`src/strap_led_cfg.svh`:
```
// Constants for the strap and indicator block: register offsets, bit positions, timing.
// Assumes a 40 MHz core clock and a 5-bit register address port.
`ifndef STRAP_LED_CFG_SVH
`define STRAP_LED_CFG_SVH

`define SL_ADDR_W 5
`define SL_DATA_W 16
`define SL_REG_CONTROL 5'h00
`define SL_REG_STRAPSTAT 5'h10
`define SL_REG_LEDCFG 5'h13
`define SL_REG_LEDALT 5'h1A
`define SL_BIT_ANEN_CTL 12
`define SL_BIT_SPEED_LOW 12
`define SL_BIT_SPEED_HIGH 13
`define SL_BIT_DUPLEX 14
`define SL_BIT_ANEN 15
`define SL_BIT_THREE_IN_ONE 5
`define SL_BIT_FOUR_IN_ONE 0
`define SL_CLK_MHZ 40
`define SL_SIGDET_US 500
`define SL_SIGDET_CYCLES (`SL_SIGDET_US * `SL_CLK_MHZ)
`define SL_BLINK_US 50000
`define SL_BLINK_CYCLES (`SL_BLINK_US * `SL_CLK_MHZ)
`define SL_ZERO16 16'h0000

`endif

```
`src/strap_led_pkg.sv`:
```
// Types shared by the strap and indicator block.
// Assumes strap_led_cfg.svh supplies the numeric constants.
`default_nettype none
package strap_led_pkg;
  typedef struct packed {
    logic autonegEnableStrap;
    logic duplexStrap;
    logic speedSelectHighStrap;
    logic speedSelectLowStrap;
  } strap_s;

  typedef struct packed {
    logic link10;
    logic trainingDone;
    logic autonegDone;
    logic gigLinkValid;
    logic remoteRxOk;
    logic idleError;
    logic txActive;
    logic rxActive;
  } core_status_s;

  typedef struct packed {
    logic adv1000;
    logic adv100;
    logic adv10;
  } advert_s;

  typedef enum logic {PH_SAMPLE, PH_RUN} phase_e;
endpackage : strap_led_pkg
`default_nettype wire

```
`src/strap_and_led_status.sv`:
```
// Dual-function strap/indicator pins of a 10/100/1000 transceiver, plus their registers.
// Assumes core status inputs are synchronous to mclk; indicator outputs are active high (lit).
//
// The placing of the registers and the address-and-strobe port were chosen for this implementation.
`include "strap_led_cfg.svh"
`default_nettype none

module strap_and_led_status #(
  parameter logic [31:0] SIGDET_CYCLES = `SL_SIGDET_CYCLES,
  parameter logic [31:0] BLINK_CYCLES = `SL_BLINK_CYCLES
) (
  input wire logic mclk, // Core clock, 40 MHz
  input wire logic arst_n, // Asynchronous reset, active low
  input wire logic [`SL_ADDR_W-1:0] regAddr, // Register address
  input wire logic [`SL_DATA_W-1:0] regWdata, // Register write data
  input wire logic regWr, // Write strobe
  input wire logic regRd, // Read strobe
  output logic [`SL_DATA_W-1:0] regRdata, // Read data, cycle after regRd
  input wire strap_led_pkg::core_status_s coreStatus, // Link and traffic state from the core
  input wire logic rxAmplitudeOk, // Receive amplitude within medium limits
  input wire logic activityPinIn, // Pin level: speed_select_low_strap
  output logic activityPinOut, // Activity indicator drive
  output logic activityPinOe_n, // Low while driving
  input wire logic link10PinIn, // Pin level: speed_select_high_strap
  output logic link10PinOut, // 10M or reduced_mode_indicator drive
  output logic link10PinOe_n, // Low while driving
  input wire logic link100PinIn, // Pin level: duplex strap
  output logic link100PinOut, // link_100m_indicator drive
  output logic link100PinOe_n, // Low while driving
  input wire logic link1000PinIn, // Pin level: autoneg_enable_strap
  output logic link1000PinOut, // link_1000m_indicator drive
  output logic link1000PinOe_n, // Low while driving
  output strap_led_pkg::advert_s advertise, // Advertised speed abilities
  output logic autonegEnable, // Auto-negotiation enable control
  output logic fullDuplexAllowed // Default duplex: full allowed
);

  strap_led_pkg::phase_e phase;
  strap_led_pkg::phase_e next_phase;
  strap_led_pkg::strap_s strap;
  strap_led_pkg::strap_s next_strap;
  logic anCtl;
  logic next_anCtl;
  logic threeInOne;
  logic next_threeInOne;
  logic fourInOne;
  logic next_fourInOne;
  logic [`SL_DATA_W-1:0] next_regRdata;

  logic [31:0] sdCount;
  logic [31:0] next_sdCount;
  logic [31:0] blinkCount;
  logic [31:0] next_blinkCount;
  logic blinkPhase;
  logic next_blinkPhase;

  logic next_activityPinOut;
  logic next_link10PinOut;
  logic next_link100PinOut;
  logic next_link1000PinOut;
  logic next_oe_n;
  strap_led_pkg::advert_s next_advertise;
  logic next_fullDuplexAllowed;

  logic signalDetect;
  logic link100Good;
  logic link1000Good;
  logic trafficSeen;
  logic anyLink;
  logic mergedLed;
  logic reducedMode;

  // Strap capture and register file
  always_comb
  begin
    next_phase = strap_led_pkg::PH_RUN;
    next_strap = strap;
    next_anCtl = anCtl;
    next_threeInOne = threeInOne;
    next_fourInOne = fourInOne;
    next_regRdata = `SL_ZERO16;
    if (phase == strap_led_pkg::PH_SAMPLE)
    begin
      // Pins are still undriven here, so they show only the pull resistors
      next_strap.speedSelectLowStrap = activityPinIn;
      next_strap.speedSelectHighStrap = link10PinIn;
      next_strap.duplexStrap = link100PinIn;
      next_strap.autonegEnableStrap = link1000PinIn;
      next_anCtl = link1000PinIn;
    end
    else if (regWr)
    begin
      case (regAddr)
        `SL_REG_CONTROL: next_anCtl = regWdata[`SL_BIT_ANEN_CTL];
        `SL_REG_LEDCFG: next_threeInOne = regWdata[`SL_BIT_THREE_IN_ONE];
        `SL_REG_LEDALT: next_fourInOne = regWdata[`SL_BIT_FOUR_IN_ONE];
        default: next_anCtl = anCtl;
      endcase
    end
    if (regRd)
    begin
      case (regAddr)
        `SL_REG_CONTROL: next_regRdata[`SL_BIT_ANEN_CTL] = anCtl;
        `SL_REG_STRAPSTAT:
        begin
          next_regRdata[`SL_BIT_SPEED_LOW] = strap.speedSelectLowStrap;
          next_regRdata[`SL_BIT_SPEED_HIGH] = strap.speedSelectHighStrap;
          next_regRdata[`SL_BIT_DUPLEX] = strap.duplexStrap;
          next_regRdata[`SL_BIT_ANEN] = strap.autonegEnableStrap;
        end
        `SL_REG_LEDCFG: next_regRdata[`SL_BIT_THREE_IN_ONE] = threeInOne;
        `SL_REG_LEDALT: next_regRdata[`SL_BIT_FOUR_IN_ONE] = fourInOne;
        default: next_regRdata = `SL_ZERO16;
      endcase
    end
  end

  always_ff @(posedge mclk or negedge arst_n)
  begin
    if (!arst_n)
    begin
      phase <= strap_led_pkg::PH_SAMPLE;
      strap <= '0;
      anCtl <= 1'b0;
      threeInOne <= 1'b0;
      fourInOne <= 1'b0;
      regRdata <= `SL_ZERO16;
    end
    else
    begin
      phase <= next_phase;
      strap <= next_strap;
      anCtl <= next_anCtl;
      threeInOne <= next_threeInOne;
      fourInOne <= next_fourInOne;
      regRdata <= next_regRdata;
    end
  end

  // Link qualification and indicator drive
  always_comb
  begin
    signalDetect = rxAmplitudeOk;
    // Counter saturates so a long-held link never wraps back to dark
    if (!signalDetect)
      next_sdCount = '0;
    else if (sdCount < SIGDET_CYCLES)
      next_sdCount = sdCount + 32'h0000_0001;
    else
      next_sdCount = sdCount;
    link100Good = signalDetect && (sdCount >= SIGDET_CYCLES - 32'h0000_0001);
    link1000Good = coreStatus.trainingDone && coreStatus.autonegDone
      && coreStatus.gigLinkValid && coreStatus.remoteRxOk;
    trafficSeen = coreStatus.idleError || coreStatus.txActive || coreStatus.rxActive;
    anyLink = coreStatus.link10 || link100Good || link1000Good;

    if (blinkCount >= BLINK_CYCLES - 32'h0000_0001)
    begin
      next_blinkCount = '0;
      next_blinkPhase = !blinkPhase;
    end
    else
    begin
      next_blinkCount = blinkCount + 32'h0000_0001;
      next_blinkPhase = blinkPhase;
    end
    // Four-in-one wins when both reduced modes are set
    reducedMode = threeInOne || fourInOne;
    mergedLed = trafficSeen ? blinkPhase : anyLink;

    next_oe_n = (phase == strap_led_pkg::PH_SAMPLE);
    next_activityPinOut = fourInOne ? 1'b0 : trafficSeen;
    next_link10PinOut = reducedMode ? mergedLed : coreStatus.link10;
    next_link100PinOut = reducedMode ? 1'b0 : link100Good;
    next_link1000PinOut = reducedMode ? 1'b0 : link1000Good;

    next_advertise.adv1000 = 1'b1;
    next_advertise.adv100 = !strap.speedSelectHighStrap && !strap.speedSelectLowStrap
      || !strap.speedSelectHighStrap && strap.speedSelectLowStrap;
    next_advertise.adv10 = !strap.speedSelectHighStrap && !strap.speedSelectLowStrap
      || strap.speedSelectHighStrap && strap.speedSelectLowStrap;
    next_fullDuplexAllowed = strap.duplexStrap;
  end

  always_ff @(posedge mclk or negedge arst_n)
  begin
    if (!arst_n)
    begin
      sdCount <= '0;
      blinkCount <= '0;
      blinkPhase <= 1'b0;
      advertise <= '0;
      autonegEnable <= 1'b0;
      fullDuplexAllowed <= 1'b0;
    end
    else
    begin
      sdCount <= next_sdCount;
      blinkCount <= next_blinkCount;
      blinkPhase <= next_blinkPhase;
      advertise <= next_advertise;
      autonegEnable <= next_anCtl;
      fullDuplexAllowed <= next_fullDuplexAllowed;
    end
  end

  indicator_pin_reg #(
    .RESET_LEVEL(1'b0)
  ) i_activityPin (
    .mclk(mclk),
    .arst_n(arst_n),
    .next_lit(next_activityPinOut),
    .next_oe_n(next_oe_n),
    .pinOut(activityPinOut),
    .pinOe_n(activityPinOe_n)
  );

  indicator_pin_reg #(
    .RESET_LEVEL(1'b0)
  ) i_link10Pin (
    .mclk(mclk),
    .arst_n(arst_n),
    .next_lit(next_link10PinOut),
    .next_oe_n(next_oe_n),
    .pinOut(link10PinOut),
    .pinOe_n(link10PinOe_n)
  );

  indicator_pin_reg #(
    .RESET_LEVEL(1'b0)
  ) i_link100Pin (
    .mclk(mclk),
    .arst_n(arst_n),
    .next_lit(next_link100PinOut),
    .next_oe_n(next_oe_n),
    .pinOut(link100PinOut),
    .pinOe_n(link100PinOe_n)
  );

  indicator_pin_reg #(
    .RESET_LEVEL(1'b0)
  ) i_link1000Pin (
    .mclk(mclk),
    .arst_n(arst_n),
    .next_lit(next_link1000PinOut),
    .next_oe_n(next_oe_n),
    .pinOut(link1000PinOut),
    .pinOe_n(link1000PinOe_n)
  );

endmodule : strap_and_led_status

// One shared pin: registered indicator level and its output enable
module indicator_pin_reg #(
  parameter logic RESET_LEVEL = 1'b0
) (
  input wire logic mclk, // Core clock
  input wire logic arst_n, // Asynchronous reset, active low
  input wire logic next_lit, // Indicator level for the next cycle
  input wire logic next_oe_n, // Output enable for the next cycle, low to drive
  output logic pinOut, // Registered indicator drive
  output logic pinOe_n // Registered output enable, low while driving
);

  // Released in reset so that only the strap resistor sets the pin level
  always_ff @(posedge mclk or negedge arst_n)
  begin
    if (!arst_n)
    begin
      pinOut <= RESET_LEVEL;
      pinOe_n <= 1'b1;
    end
    else
    begin
      pinOut <= next_lit;
      pinOe_n <= next_oe_n;
    end
  end

endmodule : indicator_pin_reg
`default_nettype wire

```
`config.mk`:
```
export PLATFORM = sky130hd
export DESIGN_NAME = strap_and_led_status
export DESIGN_NICKNAME = d
export VERILOG_FILES = /design/src/strap_led_pkg.sv /design/src/strap_and_led_status.sv
export VERILOG_INCLUDE_DIRS = /design/src
export SDC_FILE = /design/constraint.sdc
export NUM_CORES = 1
export LEC_CHECK = 0
export ABC_AREA = 0
export BUFFER_PORTS_ARGS = -buffer_cell sky130_fd_sc_hd__buf_2
export CAP_MARGIN = 10
export CORE_MARGIN = 3
export CORE_UTILIZATION = 59
export DETAILED_ROUTE_END_ITERATION = 8
export PLACE_DENSITY = 0.84
export SLEW_MARGIN = 20
export SYNTH_ARGS = -nofsm -noshare
export SYNTH_HDL_FRONTEND = slang
export SYNTH_SLANG_ARGS = --single-unit
export TNS_END_PERCENT = 100
```
`constraint.sdc`:
```
create_clock -name mclk -period 4.3 [get_ports mclk]
set_input_delay 0.86 -clock mclk [delete_from_list [all_inputs] [get_ports mclk]]
set_output_delay 0.86 -clock mclk [all_outputs]
set_load 0.02 [all_outputs]
```
==> flow_summary.yaml <==
run_status:
  status: "completed"
sta:
  relSlewSlack_pct: 44.8
  setup_viol: 0
  period_needed_ns: 2.38
  finalSetupTns_ns: 0
  rsz0062_at_grt: "false"
  period_share_pct: 55.4
  worst_slew_pin_slew_ns: 0.822
  finalHoldViolations: 0
  fin_skew_ns: 0.00680
  timing.hold.ws_ns: 0.412
  max_freq_mhz: 420
  slew_violations: 0
  setup_ws_ns: 1.92
worst_setup_path:
  critPathMaxStageDelay_ns: 0.66
  crit_slowest_cell: "o21ai_1"
  worst-setup-path-type: "reg2reg"
  crit_arrival_ns: 2.66
  timing.rr.start: "blinkCount[0]"
  start_kind: "register"
  cp_data_required_time_ns: 4.57
  crit_path_end_kind: "register"
  cp_max_fo: 12
  cp_cell_sequence: "ha_1 > nand3_1 > o21ai_0 > a311oi_1 > o21ai_1 > buf_4 > xor2_1"
  critPathLaunch: "blinkCount[0]"
yosys:
  synth_ff_type: "dfrtp_1"
  synth_edf_count: 0
  synthesis.area_um2: 3700
  synth_top_area_cell: "dfrtp_1"
  yosys_warnings: 0
  synthCells: 339
  synth_cell_types: 38
  synth_area_leaders: "dfrtp_1 (58%), nor2_1 (4.3%), xor2_1 (3.1%)"
  synth-seq-cells: 87
  yosysTopAreaCellShare_pct: 58.2
  yosysSeqAreaShare_pct: 58.9
  synth-async-reset-ratio_pct: 100
  avgSynthCellArea_um2: 10.9
power:
  total_power_w: 0.00157
  power_density_nw_per_um2: 376
  p_leak_nw: 1.91
  ir_drop_v: 0.000282
global_routing:
  grt_pass1_vias: 2538
  grt_overflow_total: 0
  grt_usage_pct: 20.5
  grt_antenna_before_repair: 0
  grt_max_degree: 88
  grt_first_pass_wirelength_um: 11800
clock_tree:
  htree_levels: 3
  hold_buffers: 0
  ctsResizeCount: 0
  cts_tree: "built"
  cts_made_buffers: 9
  cts.sinks: 87
  ctsLongestPathBuffers: 2
  clkTransAtPathRegs_ns: 0.09
  cts_root_buf: "clkbuf_8"
  insertion_delay_ns: 0.35
  cts_setup_buffers: 0
finish:
  nNetsFinal: 434
  postLayoutCoreUtil_pct: 69.6
  drive_above_1_share_pct: 18.4
  n_fill_cell: 419
  antenna_cells: 0
  area_growth_pct: 12.8
placed_design:
  dp_hpwl_um: 4570
  port_buffers: 43
  detailedPlace.worstSlack_ns: 1.92
  place_congestion: 0.777
routing:
  wire_per_inst_um: 14.5
  vias_per_cell: 5.47
  first_pass_iters: 4
  totalWireLength_um: 6840
  drt_iter0_drc: 134
  drc: 0
  ant_nets: 0
  vias: 2584
die:
  fp.dieH_um: 85.2
  rows: 28
  start_util_pct: 61.7
  die_area_um2: 7250
  core_um2: 5990
  pin_count: 67
  die_w_um: 85.2
run:
  drv_cap: 0
min_path:
  hp-class: "reg2reg"
  hold_start: "next_fullDuplexAllowed"
==> synthesized netlist by cell type, types with 6 or more instances <==
library cell / count
nand2_1: 19
or3_1: 8
mux2_2: 6
clkbuf_1: 6
xnor2_1: 7
a21oi_1: 14
nand4_1: 11
or4_1: 6
xor2_1: 13
o31ai_1: 6
inv_1: 12
nand3_1: 12
nor4_1: 8
nor3_1: 10
and2_1: 17
buf_4: 14
nor2_1: 42
dfrtp_1: 86
o21ai_0: 10
==> cell usage in the layout, fill, tap and decap left out, types with 10 or more instances in the layout <==
cell type  netlist  routed
dfrtp_1         86      86
nand3_1         12      12
nor3_1          10      10
conb_1           2      22
inv_1           12      12
nand2_1         19      19
nor2_1          42      42
and2_1          17      17
buf_2            1      42
o21ai_0         10      10
xor2_1          13      13
nand4_1         11      11
a21oi_1         14      14
==> logic make-up after synthesis <==
group           count (synthesis)  share of synthesized area (%)
compound gates                 36                           5.65
xor+xnor                       20                           4.74
other cells                     2                          0.203
buf+inv                        34                           5.11
simple gates                  147                           21.4
flops                          87                           58.9
fa+ha+maj                       4                           1.35
mux                             9                           2.64
==> flip-flops by register name (all words and copies together) (netlist names), 3 cells and up <==
signal and count:
sdCount 32, strap 3, blinkCount 32, advertise 3
regRdata 6
==> area by class of cell <==
| cell class | instances | area, µm² | share of cell area (%) |
|---|---|---|---|
| flip-flops and latches | 87 | 2180 | 52.2 |
| clock inverters | 7 | 95.1 | 2.28 |
| inverters | 12 | 45.0 | 1.08 |
| repair buffers | 44 | 229 | 5.49 |
| well taps | 75 | 93.8 | 2.25 |
| multi-input cells | 238 | 1410 | 33.7 |
| clock buffers | 9 | 124 | 2.97 |
==> report_power, final <==
| part | total [W] | switching, W | internal, W |
|---|---|---|---|
| Clock | 0.000615 | 0.000287 | 0.000328 |
| Combinational | 0.0000958 | 0.0000648 | 0.0000311 |
| Sequential | 0.000857 | 0.0000153 | 0.000842 |
==> critical path, delay by kind of cell (launching register included) <==
family | cells | cell delay [ns]
XOR/XNOR | 1 | 0.15
flip-flops | 1 | 0.40
buffers and inverters | 1 | 0.31
AND/OR/NAND/NOR | 1 | 0.23
AO/OA/AOI/OAI | 3 | 0.99
adder cells (fa/ha/maj) | 1 | 0.21
==> metal layers <==
layer  part of all wire [%]  vias up  wire [µm]  global-route usage [%]
met1                     43     1250       2930                    26.6
li1                       -     1237          -                       -
met3                    5.2       12        359                    4.76
met5                      0        -          0                       0
met4                    1.8        0        123                    7.05
met2                     50       85       3430                    34.1
==> path summary, 6_finish.rpt <==
check                                     to  slack (ns)  cells past startpoint
setup / recovery                  blinkPhase        1.92                      7
hold / removal             fullDuplexAllowed        0.41                      0
setup reg to reg                  blinkPhase        1.92                      7
hold reg to reg            fullDuplexAllowed        0.41                      0
max in group asynchronous         sdCount[2]        3.25                      1
min in group asynchronous        sdCount[27]        0.55                      1
==> through the flow <==
| step | cell area, µm² | instances |
|---|---|---|
| floorplan | 3770 | 359 |
| CTS | 4170 | 472 |
| global placement | 3950 | 456 |
| finish | 4170 | 472 |
| global route | 4170 | 472 |
| detailed placement | 3950 | 456 |
Power figures use the tool's default switching activity.
